File: src/afescr_pkg.sv
/*
 * Shared constants and types for the scanner front-end setup register bank:
 * serial frame layout, register addresses, field positions, reset values and
 * output datapath counts.
 * Assumes one 20 MHz master clock and a host that follows the frame format.
 */
package afescr_pkg;

    // ------------------------------------------------------------------
    // Serial frame
    // ------------------------------------------------------------------
    localparam int FRAME_BITS = 16;
    localparam int HEAD_BITS = 8;
    localparam int FRAME_RD_BIT = 15;
    localparam logic [4:0] HEAD_LAST = 5'h07;
    localparam logic [4:0] FRAME_LAST = 5'h0F;

    // ------------------------------------------------------------------
    // Pin order into the synchroniser
    // ------------------------------------------------------------------
    localparam int PIN_COUNT = 4;
    localparam int PIN_SCLK = 0;
    localparam int PIN_SDATA = 1;
    localparam int PIN_SEN = 2;
    localparam int PIN_STROBE = 3;

    // ------------------------------------------------------------------
    // Register addresses
    // ------------------------------------------------------------------
    localparam logic [5:0] ADDR_SETUP_FIRST = 6'h01;
    localparam logic [5:0] ADDR_SETUP_SECOND = 6'h02;
    localparam logic [5:0] ADDR_LAMP_TEST = 6'h24;
    localparam logic [5:0] ADDR_REVISION = 6'h27;

    // ------------------------------------------------------------------
    // Field positions, first setup register
    // ------------------------------------------------------------------
    localparam int F1_POWER = 0;
    localparam int F1_DOUBLE_SAMPLE = 1;
    localparam int F1_EDGE_DETECT = 3;
    localparam int F1_OFFSET_LO = 4;
    localparam int F1_THIRD_MODE = 6;
    localparam int F1_UNLOCK = 7;
    localparam logic [7:0] F1_WRITE_MASK = 8'hFB;

    // ------------------------------------------------------------------
    // Field positions, second setup register
    // ------------------------------------------------------------------
    localparam int F2_POLARITY = 0;
    localparam int F2_NARROW = 1;
    localparam int F2_INVERT = 2;
    localparam int F2_CLAMP_EXT = 3;
    localparam int F2_CLAMP_EN = 4;
    localparam int F2_LATENCY_LO = 6;
    localparam logic [7:0] F2_WRITE_MASK = 8'hDF;

    // ------------------------------------------------------------------
    // Extended page fields
    // ------------------------------------------------------------------
    localparam logic [7:0] LAMP_WRITE_MASK = 8'h3C;
    localparam int REV_LO = 1;

    // ------------------------------------------------------------------
    // Reset values
    // ------------------------------------------------------------------
    localparam logic [7:0] RST_SETUP_FIRST = 8'h03;
    localparam logic [7:0] RST_SETUP_SECOND = 8'h00;
    localparam logic [7:0] RST_LAMP_TEST = 8'h00;

    // ------------------------------------------------------------------
    // Amplifier offset codes
    // ------------------------------------------------------------------
    localparam logic [1:0] OFFSET_POS_FS = 2'h2;
    localparam logic [1:0] OFFSET_NEG_FS = 2'h3;

    // ------------------------------------------------------------------
    // Latency and output datapath
    // ------------------------------------------------------------------
    localparam logic [3:0] MCLK_PER_CONV = 4'h2;
    localparam logic [3:0] MCLK_PER_CONV_MODE2 = 4'h3;
    localparam int DLY_DEPTH = 10;
    localparam int WORD_BITS = 16;
    localparam logic [2:0] BEATS_WIDE_LAST = 3'h3;
    localparam logic [2:0] BEATS_NARROW_LAST = 3'h7;

    typedef enum logic [1:0] {
        SER_IDLE = 2'b00,
        SER_HEAD = 2'b01,
        SER_BODY = 2'b10,
        SER_DONE = 2'b11
    } afescr_ser_state_t;

    typedef struct packed {
        logic power_on;
        logic double_sample_sel;
        logic strobe_edge_detect_en;
        logic [1:0] amp_offset_sel;
        logic third_timing_mode_sel;
        logic ext_page_unlock;
        logic edge_polarity_sel;
        logic narrow_output_sel;
        logic output_invert;
        logic clamp_ref_external;
        logic clamp_enable;
        logic [1:0] output_latency_sel;
    } afescr_cfg_t;

endpackage

File: src/afescr_pin_sync.sv
/*
 * Three-stage synchroniser for a group of pins; a level is accepted once the
 * second and third stages agree.
 * Assumes the pins are asynchronous to clock_in.
 */
`timescale 1ns/10ps
`default_nettype none
module afescr_pin_sync #(
    parameter int WIDTH = 4
) (
    input wire logic clock_in,            // Master clock
    input wire logic rst_in,              // Synchronous reset
    input wire logic ce_in,               // Clock enable
    input wire logic [WIDTH-1:0] pins_in, // Asynchronous pins
    output logic [WIDTH-1:0] level_out    // Accepted levels
);
    genvar i;
    generate
        for (i = 0; i < WIDTH; i++) begin : g_bit
            logic s1;
            logic s2;
            logic s3;
            always_ff @(posedge clock_in) begin
                if (rst_in) begin
                    s1 <= 1'b0;
                    s2 <= 1'b0;
                    s3 <= 1'b0;
                    level_out[i] <= 1'b0;
                end else if (ce_in) begin
                    s1 <= pins_in[i];
                    s2 <= s1;
                    s3 <= s2;
                    if (s2 == s3) begin
                        level_out[i] <= s3;
                    end
                end
            end
        end
    endgenerate
endmodule
`default_nettype wire

File: src/afescr_regs.sv
/*
 * Setup register bank of the scanner front end: serial control slave, the two
 * setup registers, the extended page, strobe routing and the digital output
 * path (invert, latency, 4 or 2 bit multiplexing).
 * Assumes serial and strobe pins are slow against the 20 MHz master clock.
 */
`timescale 1ns/10ps
`default_nettype none
module afescr_regs #(
    parameter logic [6:0] REVISION_CODE = 7'h15 // Arbitrary value
) (
    input wire logic clock_in,                  // Master clock, 20 MHz
    input wire logic rst_in,                    // Synchronous reset, high
    input wire logic ce_in,                     // Clock enable, freezes all
    input wire logic ser_clk_in,                // Serial clock pin
    input wire logic ser_data_in,               // Serial data pin
    input wire logic ser_enable_in,             // Serial frame enable pin
    output logic ser_data_out,                  // Readback data
    output logic ser_data_oe_out,               // Readback driven
    input wire logic sample_strobe_pin_in,      // External sample strobe
    input wire logic second_timing_mode_in,     // Second timing mode active
    input wire logic [15:0] conv_data_in,       // Converter word
    input wire logic conv_valid_in,             // Converter word strobe
    output logic timing_strobe_out,             // Strobe to timing control
    output afescr_pkg::afescr_cfg_t cfg_out,    // Decoded configuration
    output logic offset_pos_fs_out,             // Offset to positive scale
    output logic offset_neg_fs_out,             // Offset to negative scale
    output logic clamp_ref_dac_en_out,          // Clamp DAC powered
    output logic clamp_ref_oe_out,              // Clamp reference pin driven
    output logic [3:0] lamp_test_field_out,     // Lamp test field
    output logic [3:0] latency_mclk_out,        // Added latency, master clocks
    output logic [3:0] dout_out,                // Multiplexed output data
    output logic dout_valid_out                 // Output beat valid
);
    import afescr_pkg::*;

    // ------------------------------------------------------------------
    // Pin synchronisers and edges
    // ------------------------------------------------------------------
    logic [PIN_COUNT-1:0] pin_level;
    logic [PIN_COUNT-1:0] pin_prev;
    logic [PIN_COUNT-1:0] pins_raw;

    assign pins_raw = {sample_strobe_pin_in, ser_enable_in, ser_data_in, ser_clk_in};

    afescr_pin_sync #(.WIDTH(PIN_COUNT)) u_sync (
        .clock_in(clock_in),
        .rst_in(rst_in),
        .ce_in(ce_in),
        .pins_in(pins_raw),
        .level_out(pin_level)
    );

    always_ff @(posedge clock_in) begin
        if (rst_in) begin
            pin_prev <= '0;
        end else if (ce_in) begin
            pin_prev <= pin_level;
        end
    end

    logic sclk_rise;
    logic sen_fall;
    logic strobe_rise;
    logic strobe_fall;
    assign sclk_rise = pin_level[PIN_SCLK] & ~pin_prev[PIN_SCLK];
    assign sen_fall = ~pin_level[PIN_SEN] & pin_prev[PIN_SEN];
    assign strobe_rise = pin_level[PIN_STROBE] & ~pin_prev[PIN_STROBE];
    assign strobe_fall = ~pin_level[PIN_STROBE] & pin_prev[PIN_STROBE];

    // ------------------------------------------------------------------
    // Register storage
    // ------------------------------------------------------------------
    logic [7:0] setup_first;
    logic [7:0] setup_second;
    logic [7:0] lamp_test_control;
    logic [7:0] revision_code_reg;
    logic unlocked;

    assign unlocked = setup_first[F1_UNLOCK];
    assign revision_code_reg = {REVISION_CODE, 1'b0};

    function automatic logic [7:0] read_value(input logic [5:0] addr);
        logic [7:0] value;
        value = 8'h00;
        case (addr)
            ADDR_SETUP_FIRST: value = setup_first;
            ADDR_SETUP_SECOND: value = setup_second;
            ADDR_LAMP_TEST: value = unlocked ? lamp_test_control : 8'h00;
            ADDR_REVISION: value = unlocked ? revision_code_reg : 8'h00;
            default: value = 8'h00;
        endcase
        return value;
    endfunction

    // ------------------------------------------------------------------
    // Serial control slave
    // ------------------------------------------------------------------
    afescr_ser_state_t ser_state;
    logic [4:0] bit_count;
    logic [FRAME_BITS-1:0] frame;
    logic [7:0] readback;
    logic [HEAD_BITS-1:0] head_byte;
    logic write_strobe;

    assign head_byte = {frame[HEAD_BITS-2:0], pin_level[PIN_SDATA]};
    assign write_strobe = (ser_state == SER_DONE) & sen_fall & ~frame[FRAME_RD_BIT];

    always_ff @(posedge clock_in) begin
        if (rst_in) begin
            ser_state <= SER_IDLE;
            bit_count <= 5'h00;
            frame <= '0;
            readback <= 8'h00;
            ser_data_oe_out <= 1'b0;
        end else if (ce_in) begin
            if (!pin_level[PIN_SEN]) begin
                ser_state <= SER_IDLE;
                ser_data_oe_out <= 1'b0;
            end else begin
                case (ser_state)
                    SER_IDLE: begin
                        ser_state <= SER_HEAD;
                        bit_count <= 5'h00;
                    end
                    SER_HEAD: begin
                        if (sclk_rise) begin
                            frame <= {frame[FRAME_BITS-2:0], pin_level[PIN_SDATA]};
                            bit_count <= bit_count + 5'h01;
                            if (bit_count == HEAD_LAST) begin
                                ser_state <= SER_BODY;
                                if (head_byte[HEAD_BITS-1]) begin
                                    readback <= read_value(head_byte[5:0]);
                                    ser_data_oe_out <= 1'b1;
                                end
                            end
                        end
                    end
                    SER_BODY: begin
                        if (sclk_rise) begin
                            frame <= {frame[FRAME_BITS-2:0], pin_level[PIN_SDATA]};
                            bit_count <= bit_count + 5'h01;
                            readback <= {readback[6:0], 1'b0};
                            if (bit_count == FRAME_LAST) begin
                                ser_state <= SER_DONE;
                                ser_data_oe_out <= 1'b0;
                            end
                        end
                    end
                    SER_DONE: ser_state <= SER_DONE;
                    default: ser_state <= SER_IDLE;
                endcase
            end
        end
    end

    always_ff @(posedge clock_in) begin
        if (rst_in) begin
            ser_data_out <= 1'b0;
        end else if (ce_in) begin
            ser_data_out <= ser_data_oe_out & readback[7];
        end
    end

    // ------------------------------------------------------------------
    // Register writes
    // ------------------------------------------------------------------
    always_ff @(posedge clock_in) begin
        if (rst_in) begin
            setup_first <= RST_SETUP_FIRST;
            setup_second <= RST_SETUP_SECOND;
            lamp_test_control <= RST_LAMP_TEST;
        end else if (ce_in && write_strobe) begin
            case (frame[13:8])
                ADDR_SETUP_FIRST: setup_first <= frame[7:0] & F1_WRITE_MASK;
                ADDR_SETUP_SECOND: setup_second <= frame[7:0] & F2_WRITE_MASK;
                ADDR_LAMP_TEST: begin
                    if (unlocked) begin
                        lamp_test_control <= frame[7:0] & LAMP_WRITE_MASK;
                    end
                end
                default: setup_first <= setup_first;
            endcase
        end
    end

    // ------------------------------------------------------------------
    // Decoded configuration outputs
    // ------------------------------------------------------------------
    logic [1:0] offset_code;
    logic power_on;
    assign offset_code = setup_first[F1_OFFSET_LO +: 2];
    assign power_on = setup_first[F1_POWER];

    always_ff @(posedge clock_in) begin
        if (rst_in) begin
            cfg_out <= '0;
            offset_pos_fs_out <= 1'b0;
            offset_neg_fs_out <= 1'b0;
            clamp_ref_dac_en_out <= 1'b0;
            clamp_ref_oe_out <= 1'b0;
            lamp_test_field_out <= 4'h0;
        end else if (ce_in) begin
            cfg_out.power_on <= power_on;
            cfg_out.double_sample_sel <= setup_first[F1_DOUBLE_SAMPLE];
            cfg_out.strobe_edge_detect_en <= setup_first[F1_EDGE_DETECT];
            cfg_out.amp_offset_sel <= offset_code;
            cfg_out.third_timing_mode_sel <= setup_first[F1_THIRD_MODE];
            cfg_out.ext_page_unlock <= unlocked;
            cfg_out.edge_polarity_sel <= setup_second[F2_POLARITY];
            cfg_out.narrow_output_sel <= setup_second[F2_NARROW];
            cfg_out.output_invert <= setup_second[F2_INVERT];
            cfg_out.clamp_ref_external <= setup_second[F2_CLAMP_EXT];
            cfg_out.clamp_enable <= power_on & setup_second[F2_CLAMP_EN];
            cfg_out.output_latency_sel <= setup_second[F2_LATENCY_LO +: 2];
            offset_pos_fs_out <= (offset_code == OFFSET_POS_FS);
            offset_neg_fs_out <= (offset_code == OFFSET_NEG_FS);
            clamp_ref_dac_en_out <= power_on & ~setup_second[F2_CLAMP_EXT];
            clamp_ref_oe_out <= power_on & ~setup_second[F2_CLAMP_EXT];
            lamp_test_field_out <= lamp_test_control[5:2];
        end
    end

    // ------------------------------------------------------------------
    // Sample strobe routing
    // ------------------------------------------------------------------
    always_ff @(posedge clock_in) begin
        if (rst_in) begin
            timing_strobe_out <= 1'b0;
        end else if (ce_in) begin
            if (!power_on) begin
                timing_strobe_out <= 1'b0;
            end else if (setup_first[F1_EDGE_DETECT]) begin
                timing_strobe_out <= setup_second[F2_POLARITY] ? strobe_rise
                                                               : strobe_fall;
            end else begin
                timing_strobe_out <= pin_level[PIN_STROBE];
            end
        end
    end

    // ------------------------------------------------------------------
    // Output latency
    // ------------------------------------------------------------------
    logic [3:0] lat_mclk;
    logic [3:0] mclk_per_conv;
    assign mclk_per_conv = second_timing_mode_in ? MCLK_PER_CONV_MODE2 : MCLK_PER_CONV;
    assign lat_mclk = 4'({2'b00, setup_second[F2_LATENCY_LO +: 2]} * mclk_per_conv);

    always_ff @(posedge clock_in) begin
        if (rst_in) begin
            latency_mclk_out <= 4'h0;
        end else if (ce_in) begin
            latency_mclk_out <= lat_mclk;
        end
    end

    logic [WORD_BITS-1:0] delay_data [0:DLY_DEPTH-1];
    logic [DLY_DEPTH-1:0] delay_valid;

    always_ff @(posedge clock_in) begin
        if (ce_in) begin
            delay_data[0] <= conv_data_in ^ {WORD_BITS{setup_second[F2_INVERT]}};
            for (int k = 1; k < DLY_DEPTH; k++) begin
                delay_data[k] <= delay_data[k-1];
            end
        end
    end

    always_ff @(posedge clock_in) begin
        if (rst_in) begin
            delay_valid <= '0;
        end else if (ce_in) begin
            delay_valid <= power_on ? {delay_valid[DLY_DEPTH-2:0], conv_valid_in} : '0;
        end
    end

    // ------------------------------------------------------------------
    // Output multiplexing
    // ------------------------------------------------------------------
    logic [WORD_BITS-1:0] tap_data;
    logic tap_valid;
    logic [WORD_BITS-1:0] out_word;
    logic [2:0] beats_left;
    logic narrow;

    assign tap_data = delay_data[lat_mclk];
    assign tap_valid = delay_valid[lat_mclk] & power_on;
    assign narrow = setup_second[F2_NARROW];

    always_ff @(posedge clock_in) begin
        if (rst_in) begin
            out_word <= '0;
            beats_left <= 3'h0;
            dout_out <= 4'h0;
            dout_valid_out <= 1'b0;
        end else if (ce_in) begin
            if (tap_valid) begin
                if (narrow) begin
                    dout_out <= {2'b00, tap_data[15:14]};
                    out_word <= {tap_data[13:0], 2'b00};
                    beats_left <= BEATS_NARROW_LAST;
                end else begin
                    dout_out <= tap_data[15:12];
                    out_word <= {tap_data[11:0], 4'h0};
                    beats_left <= BEATS_WIDE_LAST;
                end
                dout_valid_out <= 1'b1;
            end else if (beats_left != 3'h0 && power_on) begin
                if (narrow) begin
                    dout_out <= {2'b00, out_word[15:14]};
                    out_word <= {out_word[13:0], 2'b00};
                end else begin
                    dout_out <= out_word[15:12];
                    out_word <= {out_word[11:0], 4'h0};
                end
                beats_left <= beats_left - 3'h1;
                dout_valid_out <= 1'b1;
            end else begin
                beats_left <= 3'h0;
                dout_out <= 4'h0;
                dout_valid_out <= 1'b0;
            end
        end
    end
endmodule
`default_nettype wire

File: config.mk
export PLATFORM = sky130hd
export DESIGN_NAME = afescr_regs
export DESIGN_NICKNAME = d
export VERILOG_FILES = /design/src/afescr_pkg.sv /design/src/afescr_pin_sync.sv /design/src/afescr_regs.sv
export SDC_FILE = /design/constraint.sdc
export NUM_CORES = 1
export LEC_CHECK = 0
export BUFFER_PORTS_ARGS = -buffer_cell sky130_fd_sc_hd__buf_4
export CORE_MARGIN = 2
export CORE_UTILIZATION = 50
export DETAILED_ROUTE_END_ITERATION = 12
export GPL_TIMING_DRIVEN = 0
export PLACE_DENSITY_LB_ADDON = 0.2
export SYNTH_ARGS = -nofsm -noshare
export SYNTH_HDL_FRONTEND = slang
export SYNTH_SLANG_ARGS = --single-unit
File: constraint.sdc
create_clock -name clock_in -period 5.55 [get_ports clock_in]
set_input_delay 0 -clock clock_in [delete_from_list [all_inputs] [get_ports clock_in]]
set_output_delay 0 -clock clock_in [all_outputs]
set_load 0.05 [all_outputs]
==> out/results.ini, run 1 <==
[status]
status = completed

[setup_path]
critPathBufInv = 4
cpMostUsedCell = buf_2
rr_worst_depth = 8
critPathCaptureType = flop
worstPathMaxFanout = 10
critical_path_class = flop to flop
cp_top_family = buffers and inverters
cpPeakStageDelay_ns = 0.59
cp.required_ns = 6.01
worstSetupPathDepth = 8
path_cells = buf_4, buf_2, buf_2, buf_1, nand2_1, o311ai_1, nand3_1, a311oi_1
critPathArrivalTime_ns = 3.04
cpMaxStageDelayCell = buf_1
cp-start-kind = flop
rrSetupSlack_ns = 2.97

[grt]
overflow = 0
grt_pass1_wl_mm = 42.0
grt_max_degree = 96
grt_use_total_pct = 22.4
antenna_found_initial = 0
grt_pass1_vias = 7441

[logic_synthesis]
ys_ff_latch = 288
syn_inst = 954
synth_area_um2 = 11500
ys_seq_area_share_pct = 63.9
synthArstFlopShare_pct = 0
synth.avg_cell_area_um2 = 12.1
synth_cell_types = 71
synth-edff-count = 160
ys.flop_type = edfxtp_1
syn_nets = 988
yosysWarnings = 0

[routing]
wl_mm = 26.9
vias = 7885
viasPerCell = 5.74
ant_nets = 0
drt_first_pass_iters = 5
wl_per_cell_um = 19.6
drcViolationCount = 0
first_iter_violations = 630

[layout]
drive_gt1_share_pct = 13.6
layout_commonest_cell = edfxtp_1
most-common-layout-cells = 160 x edfxtp_1, 128 x dfxtp_1, 96 x nor2_1
nets = 1099
antenna_cells = 0
synthToLayoutAreaGrowth_pct = 17.7

[clocking]
cts_tree = done
cts_setup_buffers = 0
cts.sinks = 288
clockRootBuffer = clkbuf_16
htreeDepth = 1
cts_made_buffers = 29
clk_latency_ns = 0.55
cts_hold_buf = 22
clk_pin_slew_worst_paths_ns = 0.06
clockBufferDepth = 3
cts.repair.resized = 0

[sta]
post-route-min-period_ns = 2.58
slew_violations = 0
grt_setup_unrepaired = false
max_freq_ghz = 0.387
fin_skew_ns = 0.0126
fin_crit_sh_pct = 46.6
setup_viol = 0
hold_viol = 0
fin_ws_ns = 2.97
setup_tns_ns = 0
slew_headroom_pct = 36.7
worstMarginPinSlew_ns = 0.949

[placed_design]
place_hpwl_mm = 17.8
place.port_buffers = 57
place_ws_ns = 2.99
place_congestion = 0.895

[die]
fp-row-count = 55
die_w_um = 156
core_um2 = 22600
start_util_pct = 50.9
die_h_um = 156
die-area_um2 = 24300
ios = 59

[pwr]
powerDensity_nw_per_um2 = 343
power.leakage_nw = 5.08
peakVddDrop_v = 0.000281

[hold_path]
holdPathStages = 3
hold_path.class = input pin to flop

[job]
cap_viol_max_count = 0

[metal layers]
layer	track usage [%]	vias up	share of wire (%)
li1	-	3728	-
met2	33.0	256	43
met5	0	-	0
met4	5.55	0	2.1
met1	34.3	3851	48
met3	3.97	50	7.0
[final cells by class]
class	instances	area, um^2
plain buffers	65	308
repair buffers	80	679
clock buffers	40	847
inverters	16	60.1
flip-flops and latches	288	7370
fillers	1828	9080
well taps	285	357
clock inverters	14	151
multi-input cells	585	3790
[cells by family after synthesis]
| kind of cell | count (synthesis) | synth area share, % |
|---|---|---|
| XOR/XNOR | 20 | 1.52 |
| buffers and inverters | 81 | 3.19 |
| AO/OA/AOI/OAI | 191 | 11.0 |
| AND/OR/NAND/NOR | 274 | 11.1 |
| adder cells (fa/ha/maj) | 9 | 0.977 |
| multiplexers | 91 | 8.28 |
| flip-flops | 288 | 63.9 |
[final timing paths]
kind / from / endpoint
setup / recovery: setup_second[7] / dout_out[1]
hold / removal: rst_in / out_word[8]
setup reg to reg: setup_second[7] / dout_out[1]
hold reg to reg: delay_data[8][14] / delay_data[9][14]
[report_power, final]
group	leakage (nW)	internal [mW]	switching, mW	total (mW)
clock	0.481	1.20	0.807	2.01
sequential	2.60	2.35	0.0433	2.39
combinational	2.00	0.0929	0.150	0.243
total	5.08	3.65	1.00	4.65
[metrics by stage]
| step | hold slack, ns | utilization [%] | cells | power (mW) | area, um^2 |
|---|---|---|---|---|---|
| 6_report | 0.0504 | 59.9 | 1373 | 4.65 | 13600 |
| 5_1_grt | 0.0868 | 59.9 | 1373 | 4.79 | 13600 |
| 4_1_cts | 0.0517 | 59.9 | 1373 | 4.68 | 13600 |
| 3_5_place_dp | 0.241 | 54.5 | 1297 | 2.67 | 12300 |
| 3_3_place_gp | 0.233 | 54.4 | 1296 | 2.66 | 12300 |
| 2_1_floorplan | 0.112 | - | 954 | 2.56 | 11500 |
[tightest hold or removal path: stages]
cell	delay, ns
clkbuf_1	0.18
clkinv_1	0.22
a31o_1	0.17
[flip-flops by register name, summed over array words and instances (netlist names), 7 cells and up]
register	cells
out_word	14
delay_valid	10
delay_data	160
cfg_out	14
setup_second	7
setup_first	7
readback	8
frame	16
[synthesized netlist by cell type (all sizes together), types with 4 or more instances]
master	number	area [um^2]
nand3	35	175
o21ai	28	140
inv	14	52.6
a31oi	10	62.6
or3	4	25.0
a21oi	57	285
a22o	4	35.0
xor2	18	158
and3	8	50.1
ha	9	113
mux2	4	45.0
nand2	83	312
edfxtp	160	4800
a211o	7	61.3
a21o	8	60.1
clkbuf	31	116
nand2b	11	68.8
nor2b	5	31.3
nor3b	4	57.6
dfxtp	128	2560
a22oi	23	173
o31ai	4	30.0
buf	34	191
o22ai	6	37.5
o211ai	12	90.1
a211oi	10	85.1
nor3	8	40.0
nor2	96	360
mux2i	84	841
Power figures use the tool's default switching activity.
==> run 2, diff against run 1 <==
==> constraint.sdc (replaced) <==
create_clock -name clock_in -period 2.2 [get_ports clock_in]
set_input_delay 0 -clock clock_in [delete_from_list [all_inputs] [get_ports clock_in]]
set_output_delay 0 -clock clock_in [all_outputs]
set_load 0.05 [all_outputs]
==> run 2 against run 1 <==
Wire length up 0.22%. Die area unchanged. Cell area up 0.72%. Maximum frequency up 23%. Clock-buffer cell count unchanged.
==> out/results.ini, run 2 (synthesis results as in run 1) <==
[die]
start_util_pct = 50.9  ; unchanged
core_um2 = 22600  ; unchanged
fp-row-count = 55  ; unchanged
die-area_um2 = 24300  ; unchanged
ios = 59  ; unchanged
die_h_um = 156  ; unchanged
die_w_um = 156  ; unchanged

[setup_path]
cpMaxStageDelayCell = dfxtp_2  ; was buf_1
path_cells = buf_4, clkbuf_4, buf_4, nand3_1, o21ai_1, nand2_1, o311ai_1, nand3_1, a311oi_2  ; was buf_4, buf_2, buf_2, buf_1, nand2_1, o311ai_1, nand3_1, a311oi_1
worstPathMaxFanout = 10  ; unchanged
cp.required_ns = 2.66  ; was 6.01 ns
cpPeakStageDelay_ns = 0.42  ; was 0.59 ns
critical_path_class = flop to flop  ; unchanged
critPathArrivalTime_ns = 2.56  ; was 3.04 ns
cp-start-kind = flop  ; unchanged
critPathCaptureType = flop  ; unchanged

[pwr]
power.leakage_nw = 5.11  ; was 5.08 nW
peakVddDrop_v = 0.000705  ; was 0.000281 V
powerDensity_nw_per_um2 = 860  ; was 343 nW/um^2

[clocking]
clk_pin_slew_worst_paths_ns = 0.06  ; about the same
htreeDepth = 1  ; unchanged
clk_latency_ns = 0.55  ; about the same
cts_tree = done  ; unchanged
clockBufferDepth = 3  ; unchanged
cts.sinks = 288  ; unchanged
cts_made_buffers = 29  ; unchanged
clockRootBuffer = clkbuf_16  ; unchanged

[sta]
post-route-min-period_ns = 2.10  ; was 2.58 ns
max_freq_ghz = 0.476  ; was 0.387 GHz
fin_ws_ns = 0.101  ; was 2.97 ns
fin_crit_sh_pct = 95.4  ; was 46.6%
setup_viol = 0  ; unchanged
worstMarginPinSlew_ns = 0.853  ; was 0.949 ns
grt_setup_unrepaired = false  ; unchanged
hold_viol = 0  ; unchanged
slew_violations = 0  ; unchanged
fin_skew_ns = 0.0129  ; was 0.0126 ns
slew_headroom_pct = 43.1  ; was 36.7%

[routing]
wl_per_cell_um = 19.7  ; was 19.6 um
viasPerCell = 5.73  ; was 5.74
drt_first_pass_iters = 5  ; unchanged
ant_nets = 0  ; unchanged
vias = 7873  ; was 7885
wl_mm = 27.0  ; was 26.9 mm
drcViolationCount = 0  ; unchanged
first_iter_violations = 626  ; was 630

[layout]
fillCellCount = 1822  ; was 1828
largest_register = delay_data  ; unchanged
drive_gt1_share_pct = 14.7  ; was 13.6%
most-common-layout-cells = 160 x edfxtp_1, 126 x dfxtp_1, 96 x nor2_1  ; was 160 x edfxtp_1, 128 x dfxtp_1, 96 x nor2_1
stdcell_area_um2 = 13700  ; was 13600 um^2
reg_top3 = delay_data x160, frame x16  ; unchanged
antenna_cells = 0  ; unchanged
largest_reg_flops = 160  ; unchanged
synthToLayoutAreaGrowth_pct = 18.5  ; was 17.7%
nets = 1099  ; unchanged
layout_commonest_cell = edfxtp_1  ; unchanged

[grt]
grt_pass1_vias = 7439  ; was 7441
grt_pass1_wl_mm = 42.0  ; about the same
overflow = 0  ; unchanged
grt_max_degree = 96  ; unchanged
antenna_found_initial = 0  ; unchanged
grt_use_total_pct = 22.3  ; was 22.4%

[placed_design]
place.port_buffers = 57  ; unchanged
place_ws_ns = -0.364  ; was 2.99 ns
place_congestion = 0.895  ; unchanged
placed_area_um2 = 12300  ; unchanged
place_hpwl_mm = 17.8  ; unchanged

[job]
cap_viol_max_count = 0  ; unchanged

[hold_path]
hold_path.class = input pin to flop  ; unchanged

[status]
status = completed  ; unchanged

## run 2: changes by cell type in the layout (fill, tap and decap cells not counted), sizes merged
| cell | before | now |
|---|---|---|
| clkbuf | 71 | 76 |
| dlygate4sd3 | 22 | 23 |
| buf | 92 | 86 |
## run 2: layout make-up
cell class                      count  area (um^2)  area share [%]
Multi-Input combinational cell    585         3820            28.0
Tap cell                          285          357            2.61
Clock buffer                       40          847            6.20
Timing Repair Buffer               82          717            5.25
Inverter                           16         60.1           0.440
Sequential cell                   288         7370            54.0
Buffer                             63          330            2.42
Clock inverter                     14          151            1.11
## run 2: metal layers
metal	track usage [%]	routed length, um	vias to the layer above
met5	0	0	-
met4	5.55	523	0
met3	3.97	2070	51
met2	33.0	11700	284
met1	34.3	12700	3814
li1	-	-	3724
## run 2: critical path, delay by kind of cell, from the launching register on
kind	cells	cell delay, ns
AOI/OAI and AO/OA	3	0.57
DFF	1	0.42
and+or+nand+nor	3	0.40
buffers and inverters	3	0.64
## run 2: final timing paths
check / start / endpoint / slack, ns / cells past startpoint
setup / recovery: setup_second[6] / dout_out[1] / 0.10 / 9
hold / removal: rst_in / out_word[8] / 0.05 / 3
setup reg to reg: setup_second[6] / dout_out[1] / 0.10 / 9
hold reg to reg: delay_data[7][9] / delay_data[8][9] / 0.42 / 0
## run 2: through the flow
step / instances / setup TNS [ns] / total power, mW / hold WS [ns] / util [%]
after floorplan: 954 / 0 / 6.46 / 0.112 / -
final: 1373 / 0 / 11.7 / 0.0500 / 60.3
after global placement: 1296 / -98.64 / 6.71 / 0.233 / 54.4
after detailed placement: 1297 / -2.25 / 6.73 / 0.241 / 54.5
after CTS: 1372 / 0 / 11.8 / -0.0300 / 59.9
after global routing: 1373 / 0 / 12.1 / 0.0868 / 60.3
## run 2: timing repair
item | 4_1_cts | 5_1_grt
hold buffers | 21 | 3
buffers inserted | 0 | 0
hold endpoints to repair | 86 | 10
setup endpoints to repair | 14 | 37
pin swaps | 0 | 1
resized for setup | 8 | 16
## run 2: power by group
part / total, mW / internal, mW / switching (mW) / leakage (nW)
clock: 5.07 / 3.04 / 2.04 / 0.481
sequential: 6.04 / 5.93 / 0.109 / 2.60
combinational: 0.631 / 0.247 / 0.384 / 2.03
==> run 3, diff against run 2 <==
--- a/config.mk
+++ b/config.mk
@@ -6,11 +6,13 @@
 export NUM_CORES = 1
 export LEC_CHECK = 0
 export BUFFER_PORTS_ARGS = -buffer_cell sky130_fd_sc_hd__buf_4
+export CORE_ASPECT_RATIO = 1.2
 export CORE_MARGIN = 2
 export CORE_UTILIZATION = 50
 export DETAILED_ROUTE_END_ITERATION = 12
 export GPL_TIMING_DRIVEN = 0
 export PLACE_DENSITY_LB_ADDON = 0.2
+export SLEW_MARGIN = 10
 export SYNTH_ARGS = -nofsm -noshare
 export SYNTH_HDL_FRONTEND = slang
 export SYNTH_SLANG_ARGS = --single-unit
==> constraint.sdc (replaced) <==
create_clock -name clock_in -period 1.9 [get_ports clock_in]
set_input_delay 0 -clock clock_in [delete_from_list [all_inputs] [get_ports clock_in]]
set_output_delay 0 -clock clock_in [all_outputs]
set_load 0.05 [all_outputs]
==> run 3 against run 2 <==
The flow now finishes with violations (hold timing, setup timing). Non-clock buffer count is 21 higher. Critical path type unchanged. Power is 15% higher. Final cell count is 1.3% higher. Worst setup slack worse by 0.16 ns. Utilization is 2.7 points higher. Wire length is 3.5% higher. Largest power group unchanged. Clock skew is 0.0050 ns higher. Worst hold slack worse by 0.18 ns. Register-to-register slack worse by 0.16 ns. Die area hardly changed. Clock power is 13% higher.
==> out/results.ini, run 3 (synthesis results as in run 1) <==
[status]
status = finished, violations left  ; was completed
violations = hold timing, setup timing

[sta]
setup_viol = 10  ; was 0
worstMarginPinSlew_ns = 0.760  ; was 0.853 ns
fin_crit_sh_pct = 103  ; was 95.4%
hold_slack_ns = -0.126  ; was 0.0500 ns
fin_ws_ns = -0.0545  ; was 0.101 ns
setup_tns_ns = -0.289  ; was 0 ns
slew_violations = 0  ; unchanged
fin_skew_ns = 0.0179  ; was 0.0129 ns
max_freq_ghz = 0.512  ; was 0.476 GHz
hold_viol = 62  ; was 0
slew_headroom_pct = 49.3  ; was 43.1%
grt_setup_unrepaired = true  ; was false
post-route-min-period_ns = 1.95  ; was 2.10 ns

[clocking]
clk_latency_ns = 0.57  ; was 0.55 ns
cts.sinks = 288  ; unchanged
clockBufferDepth = 3  ; unchanged
htreeDepth = 1  ; unchanged
cts_tree = done  ; unchanged
cts_made_buffers = 30  ; was 29
clockRootBuffer = clkbuf_16  ; unchanged
clk_pin_slew_worst_paths_ns = 0.06  ; about the same
cts_hold_buf = 21  ; unchanged

[hold_path]
holdPathStages = 1  ; was 3
holdPathEnd = delay_data[1][0]  ; was out_word[8]
hold_path.class = input pin to flop  ; unchanged
hp-start = ce_in  ; was rst_in

[job]
cap_viol_max_count = 0  ; unchanged

[setup_path]
critPathArrivalTime_ns = 2.42  ; was 2.56 ns
critPathCaptureType = flop  ; unchanged
r2r-start = setup_second[6]  ; unchanged
critical_path_class = flop to flop  ; unchanged
worstPathMaxFanout = 10  ; unchanged
rrSetupSlack_ns = -0.05  ; was 0.10 ns
cp-start-kind = flop  ; unchanged
cp.required_ns = 2.36  ; was 2.66 ns
rr_worst_depth = 8  ; was 9
r2r_end = out_word[8]  ; was dout_out[1]

[grt]
antenna_found_initial = 1  ; was 0
grt-busiest-layer = met2  ; was met1
use_met3_pct = 3.63  ; was 3.97%
grt_use_total_pct = 22.9  ; was 22.3%
grt_pass1_wl_mm = 43.0  ; was 42.0 mm
grt_pass1_vias = 7660  ; was 7439
overflow = 0  ; unchanged
grt_max_degree = 103  ; was 96
use_met2_pct = 39.2  ; was 33.0%
grt_util_met1_pct = 29.5  ; was 34.3%

[die]
fp-row-count = 60  ; was 55
start_util_pct = 51.2  ; was 50.9%
die_h_um = 170  ; was 156 um
die-area_um2 = 24300  ; about the same
ios = 59  ; unchanged
core_um2 = 22500  ; was 22600 um^2
die_w_um = 143  ; was 156 um

[layout]
final_core_util_pct = 63.0  ; was 60.3%
reg_top3 = delay_data x160, frame x16  ; unchanged
nets = 1121  ; was 1099
most-common-layout-cells = 160 x edfxtp_1, 116 x dfxtp_1, 94 x nor2_1  ; was 160 x edfxtp_1, 126 x dfxtp_1, 96 x nor2_1
largest_reg_flops = 160  ; unchanged
largest_register = delay_data  ; unchanged
synthToLayoutAreaGrowth_pct = 23.2  ; was 18.5%
drive_gt1_share_pct = 21.1  ; was 14.7%
stdcell_area_um2 = 14200  ; was 13700 um^2
layout_commonest_cell = edfxtp_1  ; unchanged

[placed_design]
place.port_buffers = 57  ; unchanged
placed_area_um2 = 12300  ; about the same
place_hpwl_mm = 17.9  ; was 17.8 mm
place_congestion = 0.864  ; was 0.895

[routing]
viasPerCell = 5.68  ; was 5.73
vias = 7902  ; was 7873
wl_mm = 27.9  ; was 27.0 mm
drt_first_pass_iters = 6  ; was 5
first_iter_violations = 604  ; was 626
drcViolationCount = 0  ; unchanged
ant_nets = 0  ; unchanged
wl_per_cell_um = 20.1  ; was 19.7 um

[pwr]
p_int_mw = 10.5  ; was 9.21 mW
p_sw_share_pct = 22.6  ; was 21.5%
powerDensity_nw_per_um2 = 953  ; was 860 nW/um^2
power_mw = 13.5  ; was 11.7 mW
switching_power_mw = 3.06  ; was 2.53 mW
power.leakage_nw = 5.33  ; was 5.11 nW
power_frac_clock_pct = 42.4  ; was 43.2%
seqPwrFrac_pct = 51.6  ; was 51.4%
peakVddDrop_v = 0.000839  ; was 0.000705 V
combPwrFrac_pct = 5.9  ; was 5.4%

run 3: changes by cell type in the layout (fill, tap and decap cells not counted), moves of 5 or more:
cell / before / now
clkinv_2: 1 / 9
buf_4: 67 / 83
buf_6: 3 / 17
a21oi_1: 56 / 51
clkbuf_2: 6 / 1
dfxtp_4: 0 / 6
dfxtp_1: 126 / 116
run 3: final cells by class:
type                            count  area [um^2]
Antenna cell                        1         2.50
Sequential cell                   288         7400
Clock inverter                     20          180
Buffer                             61          410
Tap cell                          279          349
Clock buffer                       36          798
Inverter                           16         60.1
Multi-Input combinational cell    585         4070
Fill cell                        1735         8330
Timing Repair Buffer              105          933
run 3: worst max-delay path by stage:
stage	start	endpoint	slack, ns	depth (start not counted)
after floorplan	frame[3]	readback[4]	0.11	7
after global placement	ce_in	frame[15]	-1.45	8
after CTS	setup_second[7]	dout_out[1]	-0.03	9
after detailed placement	ce_in	cfg_out[4]	-0.69	6
after global routing	setup_second[7]	out_word[8]	-0.14	9
final	setup_second[6]	out_word[8]	-0.05	8
run 3: power groups by stage:
stage	logic, mW	clock network [mW]	registers [mW]
global route	0.868	6.09	7.01
CTS	0.754	5.84	6.99
global placement	0.651	0	7.12
detailed placement	0.667	0	7.12
finish	0.805	5.75	6.99
floorplan	0.371	0	7.10
run 3: layer usage:
layer / part of all wire, % / routed length, um / up-vias
li1: - / - / 3772
met1: 42 / 11700 / 3813
met2: 49 / 13700 / 248
met3: 5.1 / 1430 / 69
met4: 4.0 / 1120 / 0
met5: 0 / 0 / -
run 3: timing repair:
item                                   4_1_cts  5_1_grt
endpoints found under the hold margin       83       62
setup endpoints to repair                   81       74
pin swaps                                   15       28
buffers inserted                            14       10
cloned                                       1        1
gates resized for setup                     58       65
run 3: worst max-delay path: stages, from the launching register on:
cell	delay [ns]
dfxtp_2	0.36
buf_6	0.16
a311oi_2	0.32
o21a_4	0.24
buf_12	0.13
buf_16	0.12
mux2i_2	0.23
o22ai_1	0.10
a31o_1	0.19
run 3: metrics by stage:
step                      instances  hold WS [ns]  setup WS, ns
final                          1391        -0.126       -0.0545
after global placement         1290         0.236         -1.45
after CTS                      1381        -0.131       -0.0290
after detailed placement       1291         0.242        -0.689
after global routing           1390        -0.112        -0.137
after floorplan                 954         0.112         0.109
